## config.mk

```make
export PLATFORM = sky130hd
export DESIGN_NAME = pmr_phy_mode_regs
export DESIGN_NICKNAME = d
export VERILOG_FILES = /design/src/core/pmr_pkg.sv /design/src/core/pmr_energy_if.sv /design/src/core/pmr_sync2.sv /design/src/core/pmr_energy_timer.sv /design/src/core/pmr_phy_mode_regs.sv
export VERILOG_INCLUDE_DIRS = /design/src /design/src/core
export SDC_FILE = /design/constraint.sdc
export NUM_CORES = 1
export LEC_CHECK = 0
export BUFFER_PORTS_ARGS = -buffer_cell sky130_fd_sc_hd__buf_2
export CAP_MARGIN = 0
export CORE_UTILIZATION = 50
export CTS_CLUSTER_DIAMETER = 150
export DETAILED_ROUTE_END_ITERATION = 16
export GPL_TIMING_DRIVEN = 0
export PLACE_DENSITY = 0.71
export SETUP_SLACK_MARGIN = 0.4
export SYNTH_ARGS = -nofsm -noshare
export SYNTH_HDL_FRONTEND = slang
export SYNTH_SLANG_ARGS = --single-unit
```

## constraint.sdc

```tcl
create_clock -name SYS_CLK_I -period 7.24 [get_ports SYS_CLK_I]
set_clock_uncertainty 0.15 [all_clocks]
set_input_delay 1.448 -clock SYS_CLK_I [delete_from_list [all_inputs] [get_ports SYS_CLK_I]]
set_output_delay 1.448 -clock SYS_CLK_I [all_outputs]
set_load 0.05 [all_outputs]
```

## src/core/pmr_consts.svh

```systemverilog
`ifndef PMR_CONSTS_SVH
`define PMR_CONSTS_SVH

// ----------------------------------------
// Register offsets on the management link
// ----------------------------------------
`define PMR_REG_EXPANSION 5'h06
`define PMR_REG_MODE_CS 5'h11
`define PMR_REG_SPECIAL_MODES 5'h12
`define PMR_REG_CROSSOVER 5'h1b
`define PMR_REG_IRQ_FLAGS 5'h1d
`define PMR_REG_IRQ_MASK 5'h1e

// ----------------------------------------
// Field positions
// ----------------------------------------
`define PMR_EXP_PD_FAULT 4
`define PMR_EXP_LP_NP 3
`define PMR_EXP_PAGE_RX 1
`define PMR_EXP_LP_AN 0
`define PMR_MCS_EDPD 13
`define PMR_MCS_ENERGY 1
`define PMR_XO_OVERRIDE 15
`define PMR_XO_AUTO 14
`define PMR_XO_STATE 13
`define PMR_XO_PLL_LOCK 10
`define PMR_XO_POLARITY 4

// ----------------------------------------
// Reset values and frame codes
// ----------------------------------------
`define PMR_MODE_RST 3'h7
`define PMR_PHY_MANAGEMENT_ADDRESS_RST 5'h01
`define PMR_OP_READ 2'h2
`define PMR_OP_WRITE 2'h1
`define PMR_PREAMBLE_LEN 6'h20

// ----------------------------------------
// Timing
// ----------------------------------------
`define PMR_SYS_CLK_KHZ 125000
`define PMR_ENERGY_TIMEOUT_MS 256
`define PMR_ENERGY_TIMEOUT_CYC (`PMR_ENERGY_TIMEOUT_MS * `PMR_SYS_CLK_KHZ)
`define PMR_ENERGY_CNT_W 25

`endif

```

## src/core/pmr_pkg.sv

```systemverilog
package pmr_pkg;

	typedef enum logic [2:0] {
		SMI_IDLE,
		SMI_START,
		SMI_HDR,
		SMI_TA,
		SMI_DATA
	} pmr_smi_state_e;

	typedef struct packed {
		pmr_smi_state_e state;
		logic [5:0] pre_cnt;
		logic [4:0] bit_cnt;
		logic [15:0] shreg;
		logic [4:0] regad;
		logic is_rd;
		logic match;
		logic mdc_prev;
		logic mdio_o;
		logic mdio_oe;
		logic edpd;
		logic [2:0] mode;
		logic [4:0] phy_management_address;
		logic xo_ovr;
		logic xo_auto;
		logic xo_state;
		logic pll_lock;
		logic exp_pdf;
		logic exp_page;
		logic [7:1] isf;
		logic [7:0] imask;
		logic an_done_q;
		logic rfault_q;
		logic link_q;
		logic lp_ack_q;
		logic irq;
		logic [3:0] ctrl_def;
		logic [3:0] adv_def;
		logic an_en;
		logic crs_tx;
		logic repeater;
		logic xo_auto_en;
		logic xo_swap;
	} pmr_core_s;

	typedef struct packed {
		logic [3:0] meta;
		logic [3:0] sync;
	} pmr_sync_s;

	typedef struct packed {
		logic [24:0] cnt;
		logic flag;
	} pmr_timer_s;

endpackage

```

## src/core/pmr_energy_if.sv

```systemverilog
`timescale 1ns/1ps

interface pmr_energy_if;
	logic energy_seen;
	logic flag;
	logic rise;

	modport timer (input energy_seen, output flag, output rise);
	modport core (output energy_seen, input flag, input rise);
endinterface

```

## src/core/pmr_sync2.sv

```systemverilog
`timescale 1ns/1ps

module pmr_sync2 (
	// Clock and reset
	input logic clk_i,
	input logic rst_i,
	// Asynchronous levels in, synchronised levels out
	input logic [3:0] async_i,
	output logic [3:0] sync_o
);
	import pmr_pkg::*;

	pmr_sync_s st_ff;
	pmr_sync_s nxt_st;

	// First stage feeds only the second
	always_comb begin
		nxt_st = st_ff;
		nxt_st.meta = async_i;
		nxt_st.sync = st_ff.meta;
	end

	always_ff @(posedge clk_i) begin
		if (rst_i) begin
			st_ff <= '0;
		end else begin
			st_ff <= nxt_st;
		end
	end

	assign sync_o = st_ff.sync;
endmodule

```

## src/core/pmr_energy_timer.sv

```systemverilog
`timescale 1ns/1ps
`include "pmr_consts.svh"

module pmr_energy_timer #(
	parameter int TIMEOUT_CYC = `PMR_ENERGY_TIMEOUT_CYC
) (
	// Clock and hardware reset
	input logic clk_i,
	input logic rst_i,
	// Energy status toward the register core
	pmr_energy_if.timer ef
);
	import pmr_pkg::*;

	localparam logic [24:0] LIMIT = 25'(TIMEOUT_CYC - 1);

	pmr_timer_s st_ff;
	pmr_timer_s nxt_st;

	// Only hardware reset touches this; soft reset is not wired
	always_comb begin
		nxt_st = st_ff;
		if (ef.energy_seen) begin
			nxt_st.cnt = '0;
			nxt_st.flag = 1'b1;
		end else if (st_ff.cnt == LIMIT) begin
			nxt_st.flag = 1'b0;
		end else begin
			nxt_st.cnt = st_ff.cnt + 25'h1;
		end
	end

	always_ff @(posedge clk_i) begin
		if (rst_i) begin
			st_ff.cnt <= '0;
			st_ff.flag <= 1'b1;
		end else begin
			st_ff <= nxt_st;
		end
	end

	assign ef.flag = st_ff.flag;
	assign ef.rise = ef.energy_seen & ~st_ff.flag;
endmodule

```

## src/core/pmr_phy_mode_regs.sv

```systemverilog
`timescale 1ns/1ps
`include "pmr_consts.svh"

// Overview of operation
// - Expansion bit 4 latches parallel-detect fault
// - Expansion bit 1 latches page received
// - Bit 2 reads zero; bit 3 partner next-page
// - Bit 0 shows partner auto-negotiation ability
// - Bit 13 enables energy-detect power-down, resets zero
// - Energy flag drops after 256 ms quiet
// - Hardware reset sets energy flag; soft keeps
// - Mode field bits 7:5, resets 111, soft-immune
// - Bits 4:0 hold management address, default 00001
// - Modes 000/001 force 10 Mb/s, no negotiation
// - Modes 010/011 force 100 Mb/s, no negotiation
// - Modes 010/100 carrier sense on transmit too
// - Mode 100 negotiates, advertises 100 half only
// - Mode 101 repeater, carrier sense receive only
// - Mode 111 advertises all, follows negotiated result
// - Override clear: strap pin controls crossover
// - Override set: bit 14 enables auto crossover
// - Manual bit 13 swaps transmit and receive pairs
// - Bit 10 locks 10M PLL, soft-immune
// - Bit 4 reports 10BASE-T receive polarity
// - Flags 7,6,5: energy, negotiation done, remote fault
// - Flags 4..1: link down, ack, fault, page
// - Mask bits enable sources; all masked at reset
module pmr_phy_mode_regs #(
	parameter int ENERGY_TIMEOUT_CYC = `PMR_ENERGY_TIMEOUT_CYC
) (
	// Clock and resets
	input logic SYS_CLK_I,
	input logic RST_I,
	input logic SOFT_RST_I,
	// Serial management link
	input logic MDC_I,
	input logic MDIO_I,
	output logic MDIO_O,
	output logic MDIO_OE_O,
	// Pins from the line side
	input logic CROSSOVER_AUTO_STRAP_I,
	input logic LINE_ENERGY_I,
	// Status from the PHY core
	input logic PD_FAULT_I,
	input logic PAGE_RX_I,
	input logic LP_NEXT_PAGE_I,
	input logic LP_AUTONEG_I,
	input logic AUTONEG_DONE_I,
	input logic REMOTE_FAULT_I,
	input logic LINK_UP_I,
	input logic LP_ACK_I,
	input logic TENBASE_POLARITY_REVERSED_I,
	input logic RESOLVED_SPEED_100_I,
	input logic RESOLVED_FULL_DUPLEX_I,
	// Control toward the PHY core
	output logic PHY_IRQ_O,
	output logic ENERGY_DETECT_POWERDOWN_ENABLE_O,
	output logic ENERGY_PRESENT_FLAG_O,
	output logic [3:0] MODE_CTRL_DEFAULT_O,
	output logic [3:0] MODE_ADVERT_DEFAULT_O,
	output logic AUTONEG_ENABLE_O,
	output logic CRS_ON_TRANSMIT_O,
	output logic REPEATER_MODE_O,
	output logic CROSSOVER_AUTO_ENABLE_O,
	output logic CROSSOVER_SWAP_O,
	output logic RX_PLL_REFERENCE_LOCK_O
);
	import pmr_pkg::*;

	// ----------------------------------------
	// Pin synchronisers and energy timer
	// ----------------------------------------
	logic [3:0] pins_s;
	logic mdc_s;
	logic mdio_s;
	logic strap_s;

	pmr_energy_if ef();

	pmr_sync2 u_sync (
		.clk_i(SYS_CLK_I),
		.rst_i(RST_I),
		.async_i({LINE_ENERGY_I, CROSSOVER_AUTO_STRAP_I, MDIO_I, MDC_I}),
		.sync_o(pins_s)
	);

	assign mdc_s = pins_s[0];
	assign mdio_s = pins_s[1];
	assign strap_s = pins_s[2];
	assign ef.energy_seen = pins_s[3];

	pmr_energy_timer #(
		.TIMEOUT_CYC(ENERGY_TIMEOUT_CYC)
	) u_energy (
		.clk_i(SYS_CLK_I),
		.rst_i(RST_I),
		.ef(ef)
	);

	pmr_core_s st_ff;
	pmr_core_s nxt_st;

	// ----------------------------------------
	// Interrupt events
	// ----------------------------------------
	logic [7:1] ev;

	assign ev[7] = ef.rise;
	assign ev[6] = AUTONEG_DONE_I & ~st_ff.an_done_q;
	assign ev[5] = REMOTE_FAULT_I & ~st_ff.rfault_q;
	assign ev[4] = ~LINK_UP_I & st_ff.link_q;
	assign ev[3] = LP_ACK_I & ~st_ff.lp_ack_q;
	assign ev[2] = PD_FAULT_I;
	assign ev[1] = PAGE_RX_I;

	// ----------------------------------------
	// Register read view
	// ----------------------------------------
	function automatic logic [15:0] rd_word(input pmr_core_s s, input logic [4:0] ad,
		input logic energy, input logic pol);
		logic [15:0] w;
		w = 16'h0000;
		unique case (ad)
			`PMR_REG_EXPANSION: begin
				w[`PMR_EXP_PD_FAULT] = s.exp_pdf;
				w[`PMR_EXP_LP_NP] = LP_NEXT_PAGE_I;
				w[`PMR_EXP_PAGE_RX] = s.exp_page;
				w[`PMR_EXP_LP_AN] = LP_AUTONEG_I;
			end
			`PMR_REG_MODE_CS: begin
				w[`PMR_MCS_EDPD] = s.edpd;
				w[`PMR_MCS_ENERGY] = energy;
			end
			`PMR_REG_SPECIAL_MODES: begin
				w[7:5] = s.mode;
				w[4:0] = s.phy_management_address;
			end
			`PMR_REG_CROSSOVER: begin
				w[`PMR_XO_OVERRIDE] = s.xo_ovr;
				w[`PMR_XO_AUTO] = s.xo_auto;
				w[`PMR_XO_STATE] = s.xo_state;
				w[`PMR_XO_PLL_LOCK] = s.pll_lock;
				w[`PMR_XO_POLARITY] = pol;
			end
			`PMR_REG_IRQ_FLAGS: begin
				w[7:1] = s.isf;
			end
			`PMR_REG_IRQ_MASK: begin
				w[7:0] = s.imask;
			end
			default: begin
				w = 16'h0000;
			end
		endcase
		return w;
	endfunction

	// ----------------------------------------
	// Management frame engine and registers
	// ----------------------------------------
	logic mdc_rise;
	logic [11:0] hdr;

	assign mdc_rise = mdc_s & ~st_ff.mdc_prev;
	assign hdr = {st_ff.shreg[10:0], mdio_s};

	always_comb begin
		nxt_st = st_ff;
		nxt_st.mdc_prev = mdc_s;
		if (mdc_rise) begin
			unique case (st_ff.state)
				SMI_IDLE: begin
					if (mdio_s) begin
						if (st_ff.pre_cnt != `PMR_PREAMBLE_LEN) begin
							nxt_st.pre_cnt = st_ff.pre_cnt + 6'h01;
						end
					end else if (st_ff.pre_cnt == `PMR_PREAMBLE_LEN) begin
						nxt_st.state = SMI_START;
					end else begin
						nxt_st.pre_cnt = 6'h00;
					end
				end
				SMI_START: begin
					nxt_st.pre_cnt = 6'h00;
					nxt_st.bit_cnt = 5'h00;
					nxt_st.state = mdio_s ? SMI_HDR : SMI_IDLE;
				end
				SMI_HDR: begin
					nxt_st.shreg = {st_ff.shreg[14:0], mdio_s};
					nxt_st.bit_cnt = st_ff.bit_cnt + 5'h01;
					if (st_ff.bit_cnt == 5'h0b) begin
						nxt_st.bit_cnt = 5'h00;
						nxt_st.regad = hdr[4:0];
						nxt_st.is_rd = (hdr[11:10] == `PMR_OP_READ);
						nxt_st.match = (hdr[9:5] == st_ff.phy_management_address);
						nxt_st.state = SMI_TA;
						if (hdr[11:10] != `PMR_OP_READ && hdr[11:10] != `PMR_OP_WRITE) begin
							nxt_st.state = SMI_IDLE;
						end
						if (hdr[11:10] == `PMR_OP_READ && hdr[9:5] == st_ff.phy_management_address) begin
							nxt_st.shreg = rd_word(st_ff, hdr[4:0], ef.flag,
								TENBASE_POLARITY_REVERSED_I);
							// Reading clears what it latched
							if (hdr[4:0] == `PMR_REG_EXPANSION) begin
								nxt_st.exp_pdf = 1'b0;
								nxt_st.exp_page = 1'b0;
							end
							if (hdr[4:0] == `PMR_REG_IRQ_FLAGS) begin
								nxt_st.isf = 7'h00;
							end
						end
					end
				end
				SMI_TA: begin
					nxt_st.bit_cnt = 5'h01;
					if (st_ff.bit_cnt == 5'h00) begin
						// Drive the second turnaround bit low
						nxt_st.mdio_oe = st_ff.is_rd & st_ff.match;
						nxt_st.mdio_o = 1'b0;
					end else begin
						nxt_st.bit_cnt = 5'h00;
						nxt_st.state = SMI_DATA;
						if (st_ff.is_rd) begin
							nxt_st.mdio_o = st_ff.shreg[15];
							nxt_st.shreg = {st_ff.shreg[14:0], 1'b0};
						end
					end
				end
				SMI_DATA: begin
					nxt_st.bit_cnt = st_ff.bit_cnt + 5'h01;
					if (st_ff.is_rd) begin
						nxt_st.mdio_o = st_ff.shreg[15];
						nxt_st.shreg = {st_ff.shreg[14:0], 1'b0};
					end else begin
						nxt_st.shreg = {st_ff.shreg[14:0], mdio_s};
					end
					if (st_ff.bit_cnt == 5'h0f) begin
						nxt_st.state = SMI_IDLE;
						nxt_st.mdio_oe = 1'b0;
						nxt_st.mdio_o = 1'b0;
						if (!st_ff.is_rd && st_ff.match) begin
							unique case (st_ff.regad)
								`PMR_REG_MODE_CS: begin
									nxt_st.edpd = mdio_s ? st_ff.shreg[12] :
										st_ff.shreg[12];
								end
								`PMR_REG_SPECIAL_MODES: begin
									nxt_st.mode = st_ff.shreg[6:4];
									nxt_st.phy_management_address = {st_ff.shreg[3:0], mdio_s};
								end
								`PMR_REG_CROSSOVER: begin
									nxt_st.xo_ovr = st_ff.shreg[14];
									nxt_st.xo_auto = st_ff.shreg[13];
									nxt_st.xo_state = st_ff.shreg[12];
									nxt_st.pll_lock = st_ff.shreg[9];
								end
								`PMR_REG_IRQ_MASK: begin
									nxt_st.imask = {st_ff.shreg[6:0], mdio_s};
								end
								default: begin
									nxt_st.imask = st_ff.imask;
								end
							endcase
						end
					end
				end
				default: begin
					nxt_st.state = SMI_IDLE;
				end
			endcase
		end

		// Soft reset spares mode, address, PLL lock and energy flag
		if (SOFT_RST_I) begin
			nxt_st.edpd = 1'b0;
			nxt_st.xo_ovr = 1'b0;
			nxt_st.xo_auto = 1'b0;
			nxt_st.xo_state = 1'b0;
			nxt_st.imask = 8'h00;
			nxt_st.exp_pdf = 1'b0;
			nxt_st.exp_page = 1'b0;
			nxt_st.isf = 7'h00;
		end

		// Sets come last so an event in a clearing cycle survives
		nxt_st.exp_pdf = nxt_st.exp_pdf | PD_FAULT_I;
		nxt_st.exp_page = nxt_st.exp_page | PAGE_RX_I;
		nxt_st.isf = nxt_st.isf | ev;
		nxt_st.an_done_q = AUTONEG_DONE_I;
		nxt_st.rfault_q = REMOTE_FAULT_I;
		nxt_st.link_q = LINK_UP_I;
		nxt_st.lp_ack_q = LP_ACK_I;

		// ----------------------------------------
		// Derived controls
		// ----------------------------------------
		nxt_st.irq = |({nxt_st.isf, 1'b0} & nxt_st.imask);
		nxt_st.crs_tx = 1'b0;
		nxt_st.repeater = 1'b0;
		nxt_st.adv_def = 4'h0;
		unique case (nxt_st.mode)
			3'h0: nxt_st.ctrl_def = 4'h0;
			3'h1: nxt_st.ctrl_def = 4'h1;
			3'h2: begin
				nxt_st.ctrl_def = 4'h8;
				nxt_st.crs_tx = 1'b1;
			end
			3'h3: nxt_st.ctrl_def = 4'h9;
			3'h4: begin
				nxt_st.ctrl_def = 4'hc;
				nxt_st.adv_def = 4'h4;
				nxt_st.crs_tx = 1'b1;
			end
			3'h5: begin
				nxt_st.ctrl_def = 4'hc;
				nxt_st.adv_def = 4'h4;
				nxt_st.repeater = 1'b1;
			end
			// Reserved code: behaves as 10 Mb/s half duplex
			3'h6: nxt_st.ctrl_def = 4'h0;
			3'h7: begin
				nxt_st.ctrl_def = {RESOLVED_SPEED_100_I, 2'h2, RESOLVED_FULL_DUPLEX_I};
				nxt_st.adv_def = 4'hf;
			end
		endcase
		nxt_st.an_en = nxt_st.ctrl_def[2];

		// Manual crossover swap only when override set and auto off
		nxt_st.xo_auto_en = nxt_st.xo_ovr ? nxt_st.xo_auto : strap_s;
		nxt_st.xo_swap = nxt_st.xo_ovr & ~nxt_st.xo_auto & nxt_st.xo_state;
	end

	// ----------------------------------------
	// State register
	// ----------------------------------------
	always_ff @(posedge SYS_CLK_I) begin
		if (RST_I) begin
			st_ff <= '0;
			st_ff.state <= SMI_IDLE;
			st_ff.mode <= `PMR_MODE_RST;
			st_ff.phy_management_address <= `PMR_PHY_MANAGEMENT_ADDRESS_RST;
			st_ff.ctrl_def <= 4'h4;
			st_ff.adv_def <= 4'hf;
			st_ff.an_en <= 1'b1;
		end else begin
			st_ff <= nxt_st;
		end
	end

	// ----------------------------------------
	// Outputs
	// ----------------------------------------
	assign MDIO_O = st_ff.mdio_o;
	assign MDIO_OE_O = st_ff.mdio_oe;
	assign PHY_IRQ_O = st_ff.irq;
	assign ENERGY_DETECT_POWERDOWN_ENABLE_O = st_ff.edpd;
	assign ENERGY_PRESENT_FLAG_O = ef.flag;
	assign MODE_CTRL_DEFAULT_O = st_ff.ctrl_def;
	assign MODE_ADVERT_DEFAULT_O = st_ff.adv_def;
	assign AUTONEG_ENABLE_O = st_ff.an_en;
	assign CRS_ON_TRANSMIT_O = st_ff.crs_tx;
	assign REPEATER_MODE_O = st_ff.repeater;
	assign CROSSOVER_AUTO_ENABLE_O = st_ff.xo_auto_en;
	assign CROSSOVER_SWAP_O = st_ff.xo_swap;
	assign RX_PLL_REFERENCE_LOCK_O = st_ff.pll_lock;
endmodule

```

# After elaboration in Yosys (flattened, before gate mapping)
# Cells that the tools add are included.
# totals
inputBits	18
wordCells	181
register_bits	122
out_inout_bits	19
# classes
bitwise_logic	20
reduce_logical	27
mux	55
n_addsub	3
n_eq_ne	39
# op_table
operator	n
16-bit one-hot mux with 3 select lines	1
5-bit == test (second input constant)	9
8-bit two-way mux	5
17-bit two-way mux	2
16-bit two-way mux	2
29-bit two-way mux	1
28-bit two-way mux	1
9-bit two-way mux	3
25-bit by 1-bit adder with 25-bit output (second input constant)	1
25-bit == test (second input constant)	1
4-bit one-hot mux with 6 select lines	1
5-bit one-hot mux with 4 select lines	1
3-bit two-way mux	6
6-bit two-way mux	3
2-bit inequality test (second input constant)	8
3-bit == test (second input constant)	5
15-bit two-way mux	1
3-bit one-hot mux with 5 select lines	1
5-bit AND reduction	3
13-bit two-way mux	1
3-bit by 2-bit == test with 1-bit output (second input constant)	4
12-bit two-way mux	1
6-bit one-hot mux with 2 select lines	1
4-bit AND reduction	3
40 further kinds	79

# Depth between registers and ports, before layout
# Gate-level depths: netlist (run 1).
# logic_depth
depth_word	10
mapped_depth	10
depth_no_buf	9

# Modules after synthesis
# From an unflattened synthesis (run 1), not the netlist that was laid out.
# hier_totals
hier_cells	653
hier_area_um2	5639.2
# modules_own_cells
mod	seq_area_each_um2	n_inst	area_each_um2	cells_per_inst
pmr_phy_mode_regs	1681.6	1	4091.4	477
pmr_energy_timer	520.5	1	1337.5	160
pmr_sync2	160.2	1	210.2	16

# Least setup slack after synthesis (run 1)
# Ideal clock, no wire load.
# synth_timing
kind	input to register
start	in SOFT_RST_I
end	reg st_ff (netlist bit PHY_IRQ_O)
arrival_ns	2.407
setup_time_ns	0.133
setup_slack_ns	4.550
n_path_buf	2
path_stages	5
required_time_ns	6.957
cell_sequence	clkbuf_1 -> clkbuf_1 -> o22ai_1 -> a221oi_1 -> a31oi_1
# synth_via
elab_chain_cells	4
# synth_rtl
element	line_no	text
start, declared	pmr_phy_mode_regs.sv:34	input logic SOFT_RST_I,
17-bit two-way mux (*)	pmr_phy_mode_regs.sv:274	if (SOFT_RST_I) begin
7-bit bitwise OR	pmr_phy_mode_regs.sv:288	nxt_st.isf = nxt_st.isf | ev;
8-bit bitwise AND (*)	pmr_phy_mode_regs.sv:297	nxt_st.irq = |({nxt_st.isf, 1'b0} & nxt_st.imask);
8-bit OR reduction (*)	pmr_phy_mode_regs.sv:297	
end signal, assigned	pmr_phy_mode_regs.sv:346	st_ff <= nxt_st;
end, declared	pmr_phy_mode_regs.sv:100	pmr_core_s st_ff;
# Mark *: on every way between the ends. The rest lies on a longest branch, timed or not.
# A chain may end at the register's enable or synchronous reset.

# Final worst setup path (run 1)
# layout_timing
start	reg st_ff[75] (netlist bit)
end	reg st_ff (netlist bit MODE_CTRL_DEFAULT_O[2])
# layout_via
elab_chain_cells	7
word_cells_on_any_way	15
classes_between	eq/ne (8); mux (4); reduce/logical (3)
# layout_rtl
element	line_no	text
5-bit by 4-bit == test with 1-bit output (*)	pmr_phy_mode_regs.sv:237	if (st_ff.bit_cnt == 5'h0f) begin
15-bit two-way mux (*)	pmr_phy_mode_regs.sv:237	
12-bit two-way mux (*)	pmr_phy_mode_regs.sv:171	unique case (st_ff.state)
29-bit two-way mux (*)	pmr_phy_mode_regs.sv:170	if (mdc_rise) begin
3-bit == test or 3-bit logical NOT (tied branches)	pmr_phy_mode_regs.sv:301	unique case (nxt_st.mode)
2-bit OR reduction (no line)	--	
4-bit one-hot mux with 6 select lines (*)	pmr_phy_mode_regs.sv:301	
# Mark *: on every way between the ends. The rest lies on a longest branch, timed or not. The select of a mux whose other input is x is not followed.

==> impl_summary.log, run 1 <==
INFO  metric max_cap_viol_count = 0
INFO  metric max_slew.worst_pin.slew = 1.16 ns
INFO  metric clk_latency = 0.53 ns
INFO  metric firstDrtPassIters = 7
INFO  metric synth-seq-area-share = 0.432
INFO  metric synth_simple_gate_area_share = 0.249
INFO  metric synth_top_area_frac = 0.432
INFO  metric timing.critical_path.required = 7.51 ns
INFO  metric layout-drive-gt1-share = 0.132
INFO  metric worst-endpoint-arrival = 3.55 ns
INFO  metric grt_first_pass_wirelength = 21800 um
INFO  metric ys.warnings.count = 0
INFO  metric post-route-drc-count = 0
INFO  metric clkSlewWorstSetupHoldPaths = 0.06 ns
INFO  metric critPathMaxFanout = 9
INFO  metric post_synth_xor_area_fraction = 0.0496
INFO  metric finalHoldViolations = 0
INFO  metric dpl.cell_count = 799
INFO  metric routed-via-count = 4799
INFO  metric synthAdderAreaFrac = 0.0160
INFO  metric largest_family_of_logic_cells_by_synthesized_area = simple AND/OR/NAND/NOR gates
INFO  metric synth-async-reset-ratio = 0
INFO  metric setup_viol = 0
INFO  metric antenna_found_initial = 0
INFO  metric synth.cell_area = 0.00547 mm2
INFO  metric initial_core_utilization = 0.523
INFO  metric mostFrequentLayoutCell = dfxtp_1
INFO  metric min_period_over_period = 0.454
INFO  metric cts_sinks = 118
INFO  metric postSynthRegisterBits = 118
INFO  metric filler_cell_count = 919
INFO  metric r2r_start = st_ff[75]
INFO  metric synth-main-ff-cell = dfxtp_1
INFO  metric synth_area_leader_cell = dfxtp_1
INFO  metric synth.area.top_cells = dfxtp_1 43%, nor2_1 7.1%, mux2i_1 5.7%
INFO  metric top_ports = 37
INFO  metric r2r_end = MODE_CTRL_DEFAULT_O[2]
INFO  metric grt_start_max_net_pins = 17
INFO  metric crit_type = reg2reg
INFO  metric worstPathCellList = ha_1 -> and3_1 -> ha_1 -> nand3b_1 -> nor4_4 -> mux2i_1 -> a21oi_1 -> or2_1
INFO  metric holdPathStages = 1
INFO  metric grt_usage = 0.248
INFO  metric synthMuxAreaShare = 0.0635
INFO  metric power.leakage = 2.31 nW
INFO  metric syn-instance-count = 629
INFO  metric tritoncts_clock_tree = done
INFO  metric max_freq = 0.304 GHz
INFO  metric reg2reg_setup_slack = 3.95 ns
INFO  metric worstSetupEndpointType = flip-flop
INFO  metric route.antenna.remaining_nets = 0
INFO  metric slowest_delay = 0.78 ns
INFO  metric placement_rows = 37
INFO  metric powerDensity = 242 mW/mm2
INFO  metric detailedRoute.firstIterationViolations = 409
INFO  metric worst-r2r-cell-count = 8
INFO  metric rsz_0062_raised_after_global_routing = no
INFO  metric synth_fp_nets = 654
INFO  metric overflow = 0
INFO  metric die-width = 107 um
INFO  metric port_buffers = 34
INFO  metric hold_buffers = 0
INFO  metric run_status = finished, final reports clean
INFO  metric die_height = 107 um
INFO  metric synth_compound_gate_area_share = 0.136
INFO  metric ratio_of_routed_vias_to_standard_cells = 5.77
INFO  metric critical_path.slowest_cell = nor4_4
INFO  metric worst_setup_path_start_kind = flip-flop
INFO  metric min_to = u_sync.sync_o[0]
INFO  metric detailed_place_hpwl = 9360 um
INFO  metric count_of_flip_flops_with_a_built_in_enable_after_synthesis = 0
INFO  metric totalNegativeSetupSlack = 0 ns
INFO  metric post_cts_resize_count = 0
INFO  metric totalWireLength = 13400 um
INFO  metric htree_num_levels = 4
INFO  metric synth_cell_type_count = 67
INFO  metric globalplace.congestion = 0.867
INFO  metric worst_hold_path_type = reg2reg
INFO  metric grt_pass1_vias = 4556
INFO  metric vdd_drop_max = 0.209 mV
INFO  metric timing.final.crit_period = 3.29 ns
INFO  metric avgRoutedWirePerCell = 16.1 um
INFO  metric cts-root-to-sink-buffers = 2
INFO  metric die_area = 0.0114 mm2
INFO  metric most-common-layout-cells = 118 x dfxtp_1, 104 x nor2_1, 37 x buf_2
INFO  metric worst_hold_path_startpoint = u_sync.nxt_st[0]
INFO  metric ctsRootBufferMaster = clkbuf_8
INFO  metric antenna_cells = 0
INFO  metric avgSynthCellArea = 8.70 um2
INFO  metric post_cts_buffers = 0
INFO  metric stdcell_count = 831
INFO  metric num-nets-final = 707
INFO  metric drv_slew = 0
INFO  metric relSlewSlack = 0.220
INFO  metric syn_to_final_growth = 17.0%
INFO  metric critical_path.most_common_cell = ha_1
INFO  metric cts_inserted_buffers = 17
INFO  metric design.core.area = 0.0105 mm2
-- registers in the layout, indices dropped and copies added, names as in the netlist --
name / cells
MDIO_OE_O: 1
u_sync.sync_o: 4
CROSSOVER_SWAP_O: 1
u_sync.nxt_st: 4
MODE_ADVERT_DEFAULT_O: 2
CRS_ON_TRANSMIT_O: 1
u_energy.ef.flag: 1
MDIO_O: 1
PHY_IRQ_O: 1
hdr: 11
MODE_CTRL_DEFAULT_O: 3
CROSSOVER_AUTO_ENABLE_O: 1
ENERGY_DETECT_POWERDOWN_ENABLE_O: 1
st_ff: 59
u_energy.st_ff: 25
RX_PLL_REFERENCE_LOCK_O: 1
REPEATER_MODE_O: 1
-- routing by layer --
layer | track usage | routed length (um) | vias to the layer above
li1 | - | - | 2319
met1 | 0.308 | 5820 | 2267
met2 | 0.394 | 6190 | 185
met3 | 0.0657 | 1050 | 28
met4 | 0.128 | 316 | 0
met5 | 0 | 0 | -
-- kinds of logic (layout without fill, tap and decap cells) --
| logic type | after synthesis | in the layout |
|---|---|---|
| compound gates | 110 | 110 |
| buf+inv | 64 | 130 |
| other cells | 1 | 1 |
| fa+ha+maj | 7 | 7 |
| xor+xnor | 31 | 31 |
| simple gates | 264 | 264 |
| flops | 118 | 118 |
| mux | 34 | 34 |
-- worst max-delay path by stage --
stage | startpoint | end | slack [ns] | cells past startpoint
floorplan | SOFT_RST_I | PHY_IRQ_O | 4.55 | 5
global placement | st_ff[74] | MODE_CTRL_DEFAULT_O[2] | 4.02 | 8
detailed placement | st_ff[75] | MODE_ADVERT_DEFAULT_O[2] | 4.02 | 8
CTS | st_ff[75] | MODE_CTRL_DEFAULT_O[2] | 3.96 | 8
global route | st_ff[75] | MODE_CTRL_DEFAULT_O[2] | 3.71 | 8
finish | st_ff[75] | MODE_CTRL_DEFAULT_O[2] | 3.95 | 8
-- stage by stage --
step / area (um2) / hold WS [ns] / setup slack [ns] / power [mW] / util
after floorplan: 5470 / 0.264 / 4.55 / 0.707 / -
after global placement: 5810 / 0.266 / 4.02 / 0.723 / 0.556
after detailed placement: 5810 / 0.270 / 4.02 / 0.725 / 0.556
after CTS: 6400 / 0.286 / 3.96 / 1.56 / 0.612
after global routing: 6400 / 0.295 / 3.71 / 1.59 / 0.612
final: 6400 / 0.283 / 3.95 / 1.55 / 0.612
-- cell type report --
cell class | instances | area [um2] | share of cell area
multi-input cells | 447 | 2820 | 0.440
flip-flops and latches | 118 | 2360 | 0.369
clock inverters | 9 | 124 | 0.0193
inverters | 25 | 93.8 | 0.0147
well taps | 136 | 170 | 0.0266
repair buffers | 34 | 170 | 0.0266
clock buffers | 23 | 467 | 0.0729
plain buffers | 39 | 199 | 0.0311
-- cells in the mapped netlist, types with 6 or more instances --
| cell | number |
|---|---|
| a211oi_1 | 14 |
| a21oi_1 | 28 |
| a22oi_1 | 15 |
| buf_4 | 9 |
| clkbuf_1 | 25 |
| dfxtp_1 | 118 |
| ha_1 | 7 |
| inv_1 | 25 |
| mux2i_1 | 31 |
| nand2_1 | 27 |
| nand2b_1 | 14 |
| nand3_1 | 20 |
| nand4_1 | 7 |
| nor2_1 | 104 |
| nor2b_1 | 19 |
| nor3_1 | 17 |
| nor4_1 | 6 |
| o21ai_0 | 16 |
| or3_1 | 7 |
| xnor2_1 | 22 |
| xor2_1 | 9 |
-- worst max-delay path, delay by kind of cell, from the launching register on --
kind                     cells  cell delay (ns)
AO/OA/AOI/OAI                1             0.11
flip-flops                   1             0.39
multiplexers                 1             0.64
AND/OR/NAND/NOR              4             1.40
adder cells (fa/ha/maj)      2             0.47
-- power breakdown --
| part | switching, mW | total, mW | internal, mW | leakage [nW] |
|---|---|---|---|---|
| Combinational | 0.0312 | 0.0476 | 0.0163 | 1.06 |
| Sequential | 0.00571 | 0.664 | 0.659 | 0.957 |
| Clock | 0.290 | 0.839 | 0.549 | 0.296 |
Power figures use the tool's default switching activity.
==> run 2: changes to the inputs <==
Clock period 7.24 ns to 3.1 ns, I/O delays scaled along.
==> impl_summary.log, run 2 (same netlist as run 1, synthesis figures left out) <==
INFO  metric num-nets-final = 715
INFO  metric met3_usage = 0.0711
INFO  metric finalHoldViolations = 0
INFO  metric grt_start_max_net_pins = 17
INFO  metric worst_setup_path_start_kind = flip-flop
INFO  metric largest_register = st_ff
INFO  metric cts-root-to-sink-buffers = 2
INFO  metric post-place-ws = -0.115 ns
INFO  metric finalWorstSetupSlack = 0.421 ns
INFO  metric detailedRoute.firstIterationViolations = 421
INFO  metric worstSetupEndpointType = flip-flop
INFO  metric finalCoreUtilization = 0.630
INFO  metric layout-drive-gt1-share = 0.168
INFO  metric grt_first_pass_wirelength = 22200 um
INFO  metric critical_path.slowest_cell = nor3_4
INFO  metric grt-busiest-layer = met2
INFO  metric most-common-layout-cells = 116 x dfxtp_1, 103 x nor2_1, 38 x buf_2
INFO  metric vdd_drop_max = 0.485 mV
INFO  metric post-route-drc-count = 0
INFO  metric design.core.area = 0.0105 mm2
INFO  metric relSlewSlack = 0.311
INFO  metric crit_type = reg2reg
INFO  metric die-width = 107 um
INFO  metric rsz_0062_raised_after_global_routing = yes
INFO  metric initial_core_utilization = 0.523
INFO  metric worst-endpoint-arrival = 2.91 ns
INFO  metric mostFrequentLayoutCell = dfxtp_1
INFO  metric clk_latency = 0.53 ns
INFO  metric critical-path-top-delay-family = simple AND/OR/NAND/NOR gates
INFO  metric totalWireLength = 13900 um
INFO  metric setup_viol = 0
INFO  metric grt_use_met1 = 0.311
INFO  metric number_of_flip_flops_in_the_largest_register = 59
INFO  metric route.antenna.remaining_nets = 0
INFO  metric detailed_place_hpwl = 9360 um
INFO  metric globalplace.congestion = 0.867
INFO  metric timing.final.crit_period = 2.68 ns
INFO  metric powerDensity = 548 mW/mm2
INFO  metric run_status = finished, final reports clean
INFO  metric max_slew.worst_pin.slew = 1.02 ns
INFO  metric cts_inserted_buffers = 17
INFO  metric power.leakage = 2.42 nW
INFO  metric slowest_delay = 0.54 ns
INFO  metric ctsRootBufferMaster = clkbuf_8
INFO  metric timing.critical_path.required = 3.34 ns
INFO  metric min_period_over_period = 0.864
INFO  metric port_buffers = 34
INFO  metric worst_hold_path_type = in2reg
INFO  metric firstDrtPassIters = 8
INFO  metric cts_sinks = 118
INFO  metric die_height = 107 um
INFO  metric critPathMaxFanout = 10
INFO  metric ratio_of_routed_vias_to_standard_cells = 5.85
INFO  metric worstPathCellList = ha_4 -> and4bb_2 -> nand4_1 -> nor3_4 -> a21oi_4 -> buf_2 -> a22oi_1 -> a211oi_1
INFO  metric syn_to_final_growth = 20.5%
INFO  metric routed-via-count = 4906
INFO  metric max_freq = 0.373 GHz
INFO  metric htree_num_levels = 4
INFO  metric clkSlewWorstSetupHoldPaths = 0.06 ns
INFO  metric avgRoutedWirePerCell = 16.5 um
INFO  metric grt_pass1_vias = 4594
INFO  metric max_cap_viol_count = 0
INFO  metric drv_slew = 0
INFO  metric placement_rows = 37
INFO  metric critical_path.n_buffers_inverters = 1
INFO  metric grt_usage = 0.252
INFO  metric antenna_cells = 0
INFO  metric die_area = 0.0114 mm2
INFO  metric antenna_found_initial = 0
INFO  metric grtUsageMet2 = 0.402
INFO  metric top_ports = 37
INFO  metric tritoncts_clock_tree = done
INFO  metric overflow = 0
## run 2: cell count changes in the layout (fill, tap and decap cells not counted), moves of 3 or more
cell / before / now
mux2i_1: 31 / 28
clkbuf_1: 28 / 24
clkbuf_2: 0 / 3
buf_4: 9 / 15
mux2i_2: 0 / 3
## run 2: final timing paths
check | endpoint | cells past startpoint | start | slack [ns]
hold reg to reg | u_sync.sync_o[2] | 1 | u_sync.nxt_st[2] | 0.28
hold / removal | u_sync.nxt_st[2] | 2 | CROSSOVER_AUTO_STRAP_I | 0.15
setup reg to reg | hdr[5] | 8 | st_ff[75] | 0.42
setup / recovery | hdr[5] | 8 | st_ff[75] | 0.42
## run 2: metal layers
| metal | part of all wire | wire length (um) | vias up |
|---|---|---|---|
| li1 | - | - | 2337 |
| met1 | 0.42 | 5870 | 2302 |
| met2 | 0.46 | 6420 | 225 |
| met3 | 0.085 | 1170 | 42 |
| met4 | 0.029 | 399 | 0 |
| met5 | 0 | 0 | - |
## run 2: metrics by stage
step / setup TNS [ns] / total power, mW / hold slack, ns / instances / instance area, um2
2_1_floorplan: 0 / 1.65 / 0.264 / 629 / 5470
3_3_place_gp: -0.356 / 1.69 / 0.266 / 799 / 5810
3_5_place_dp: -0.391 / 1.69 / 0.270 / 799 / 5810
4_1_cts: 0 / 3.64 / 0.136 / 837 / 6530
5_1_grt: 0 / 3.72 / 0.153 / 839 / 6600
6_report: 0 / 3.62 / 0.150 / 839 / 6600
## run 2: power by group
group          switching, mW  total (mW)  internal (mW)  leakage, nW
clock                  0.674        1.96           1.28        0.296
combinational         0.0736       0.112         0.0383         1.17
sequential            0.0131        1.55           1.54        0.958
total                  0.761        3.62           2.86         2.42
## run 2: timing repair
item                                    in CTS  in global routing
pin swaps                                    3                  5
endpoints found under the setup margin      33                 36
hold buffers                                 0                  0
setup buffers                                5                  2
gates resized for setup                     19                 18
cloned                                       1                  0
## run 2: area by class of cell
cell class / instances / area, um2
clock buffer: 23 / 467
timing repair buffer: 42 / 231
multi-input combinational: 447 / 2930
buffer: 39 / 210
clock inverter: 9 / 124
inverter: 25 / 93.8
sequential: 118 / 2370
fill: 891 / 3870
tap: 136 / 170
## run 2: worst reg2reg max path: cells and delay by family (launching register included)
kind	cells	cell delay, ns
AO/OA/AOI/OAI	3	0.47
buffers and inverters	1	0.25
flip-flops	1	0.37
adder cells (fa/ha/maj)	1	0.15
AND/OR/NAND/NOR	3	1.13
==> run 3: changes to the inputs <==
Settings changed: CORE_MARGIN set to 2.
==> impl_summary.log, run 3 (same netlist as run 1, synthesis figures left out) <==
INFO  metric die-width = 109 um
INFO  metric run_status = finished, final reports clean
INFO  metric drv_slew = 0
INFO  metric largest_register = st_ff
INFO  metric grt_first_pass_wirelength = 22100 um
INFO  metric worst_setup_path_start_kind = flip-flop
INFO  metric die_height = 109 um
INFO  metric grt_start_max_net_pins = 17
INFO  metric avgRoutedWirePerCell = 16.1 um
INFO  metric route.antenna.remaining_nets = 0
INFO  metric ratio_of_routed_vias_to_standard_cells = 5.73
INFO  metric worst-endpoint-arrival = 2.85 ns
INFO  metric cts_inserted_buffers = 17
INFO  metric vdd_drop_max = 0.345 mV
INFO  metric max_freq = 0.380 GHz
INFO  metric slowest_delay = 0.37 ns
INFO  metric powerDensity = 539 mW/mm2
INFO  metric critPathMaxFanout = 8
INFO  metric antenna_found_initial = 0
INFO  metric min_period_over_period = 0.848
INFO  metric totalNegativeSetupSlack = 0 ns
INFO  metric timing.final.crit_period = 2.63 ns
INFO  metric tritoncts_clock_tree = done
INFO  metric clkSlewWorstSetupHoldPaths = 0.05 ns
INFO  metric filler_cell_count = 889
INFO  metric initial_core_utilization = 0.509
INFO  metric worstPathCellList = ha_4 -> and3_4 -> ha_4 -> nand3b_1 -> nor4_2 -> buf_4 -> buf_6 -> mux2i_4 -> nor2_1 -> a22oi_1 -> a31oi_1
INFO  metric max_slew.worst_pin.slew = 1.05 ns
INFO  metric hold-worst-slack = 0.166 ns
INFO  metric firstDrtPassIters = 6
INFO  metric switching_share = 0.209
INFO  metric detailedRoute.firstIterationViolations = 528
INFO  metric grt_pass1_vias = 4492
INFO  metric htree_num_levels = 4
INFO  metric totalWireLength = 13600 um
INFO  metric worstSetupEndpointType = flip-flop
INFO  metric num-nets-final = 720
INFO  metric clk_latency = 0.51 ns
INFO  metric comb_power_share = 0.032
INFO  metric top_ports = 37
INFO  metric relSlewSlack = 0.288
INFO  metric post-layout-total-power = 3.59 mW
INFO  metric antenna_cells = 0
INFO  metric design.core.area = 0.0107 mm2
INFO  metric die_area = 0.0118 mm2
INFO  metric crit_type = reg2reg
INFO  metric detailed_place_hpwl = 9210 um
INFO  metric critical_path.slowest_cell = dfxtp_4
INFO  metric most-common-layout-cells = 116 x dfxtp_1, 103 x nor2_1, 37 x buf_2
INFO  metric power.leakage = 2.44 nW
INFO  metric placement_rows = 38
INFO  metric mostFrequentLayoutCell = dfxtp_1
INFO  metric number_of_flip_flops_in_the_largest_register = 59
INFO  metric cts_sinks = 118
INFO  metric p_sw = 0.751 mW
INFO  metric port_buffers = 34
INFO  metric layout-drive-gt1-share = 0.177
INFO  metric rsz_0062_raised_after_global_routing = yes
INFO  metric worst_hold_path_type = in2reg
INFO  metric setup_viol = 0
INFO  metric ctsRootBufferMaster = clkbuf_8
INFO  metric p_int = 2.84 mW
INFO  metric overflow = 0
INFO  metric grt_usage = 0.241
INFO  metric critical_path.most_common_cell = ha_4
INFO  metric pwr-share-clk = 0.538
INFO  metric max_cap_viol_count = 0
INFO  metric seqPwrFrac = 0.431
INFO  metric post-route-drc-count = 0
INFO  metric cts-root-to-sink-buffers = 2
INFO  metric finalHoldViolations = 0
INFO  metric timing.critical_path.required = 3.32 ns
INFO  metric syn_to_final_growth = 21.9%
INFO  metric routed-via-count = 4857
INFO  metric globalplace.congestion = 0.872
==> run 3: cell count changes in the layout (fill, tap and decap cells not counted), sizes merged <==
cell	delta
buf	+4
clkbuf	+3
clkinv	-2
bufinv	-1
clkinvlp	+1
==> run 3: final cells by class <==
cell class	count	area, um2	share of cell area
plain buffers	39	211	0.0317
clock buffers	25	504	0.0756
clock inverters	7	91.3	0.0137
inverters	25	93.8	0.0141
multi-input cells	447	2960	0.443
flip-flops and latches	118	2370	0.355
well taps	140	175	0.0262
repair buffers	47	272	0.0407
==> run 3: worst paths after layout <==
| kind | start | to | slack [ns] | cells after the start |
|---|---|---|---|---|
| worst min register to register | u_sync.nxt_st[0] | u_sync.sync_o[0] | 0.28 | 1 |
| worst min-delay path | LINE_ENERGY_I | u_sync.nxt_st[3] | 0.17 | 2 |
| worst max-delay path | st_ff[74] | PHY_IRQ_O | 0.47 | 11 |
| worst max register to register | st_ff[74] | PHY_IRQ_O | 0.47 | 11 |
==> run 3: worst max-delay path: cells and delay by family (launching register included) <==
family          cells  cell delay (ns)
simple gates        4             0.74
compound gates      2             0.30
mux                 1             0.23
buf+inv             2             0.41
flops               1             0.37
fa+ha+maj           2             0.29
==> run 3: power groups by stage <==
stage          clock [mW]  sequential, mW  combinational, mW
2_1_floorplan           0            1.58             0.0712
3_3_place_gp            0            1.58              0.109
3_5_place_dp            0            1.58              0.111
4_1_cts              1.95            1.55              0.112
5_1_grt              2.01            1.55              0.125
6_report             1.93            1.55              0.113
==> run 3: routing by layer <==
layer | track usage | routed length (um) | vias to the layer above
li1 | - | - | 2343
met1 | 0.317 | 5990 | 2323
met2 | 0.386 | 6480 | 169
met3 | 0.0592 | 938 | 22
met4 | 0.0861 | 214 | 0
met5 | 0 | 0 | -
==> run 3: repair_timing <==
action / CTS / global route
hold buffers: 0 / 0
setup buffers: 8 / 5
hold endpoints to repair: 0 / 0
pin swaps: 5 / 5
setup endpoints to repair: 26 / 32
resized for setup: 12 / 25
==> run 3: per-stage QoR <==
stage / setup slack (ns) / util / area (um2) / instances
after floorplan: 0.435 / - / 5470 / 629
after global placement: -0.0414 / 0.542 / 5820 / 803
after detailed placement: -0.101 / 0.542 / 5820 / 803
after CTS: 0.404 / 0.607 / 6520 / 843
after global routing: 0.296 / 0.621 / 6670 / 848
final: 0.470 / 0.621 / 6670 / 848
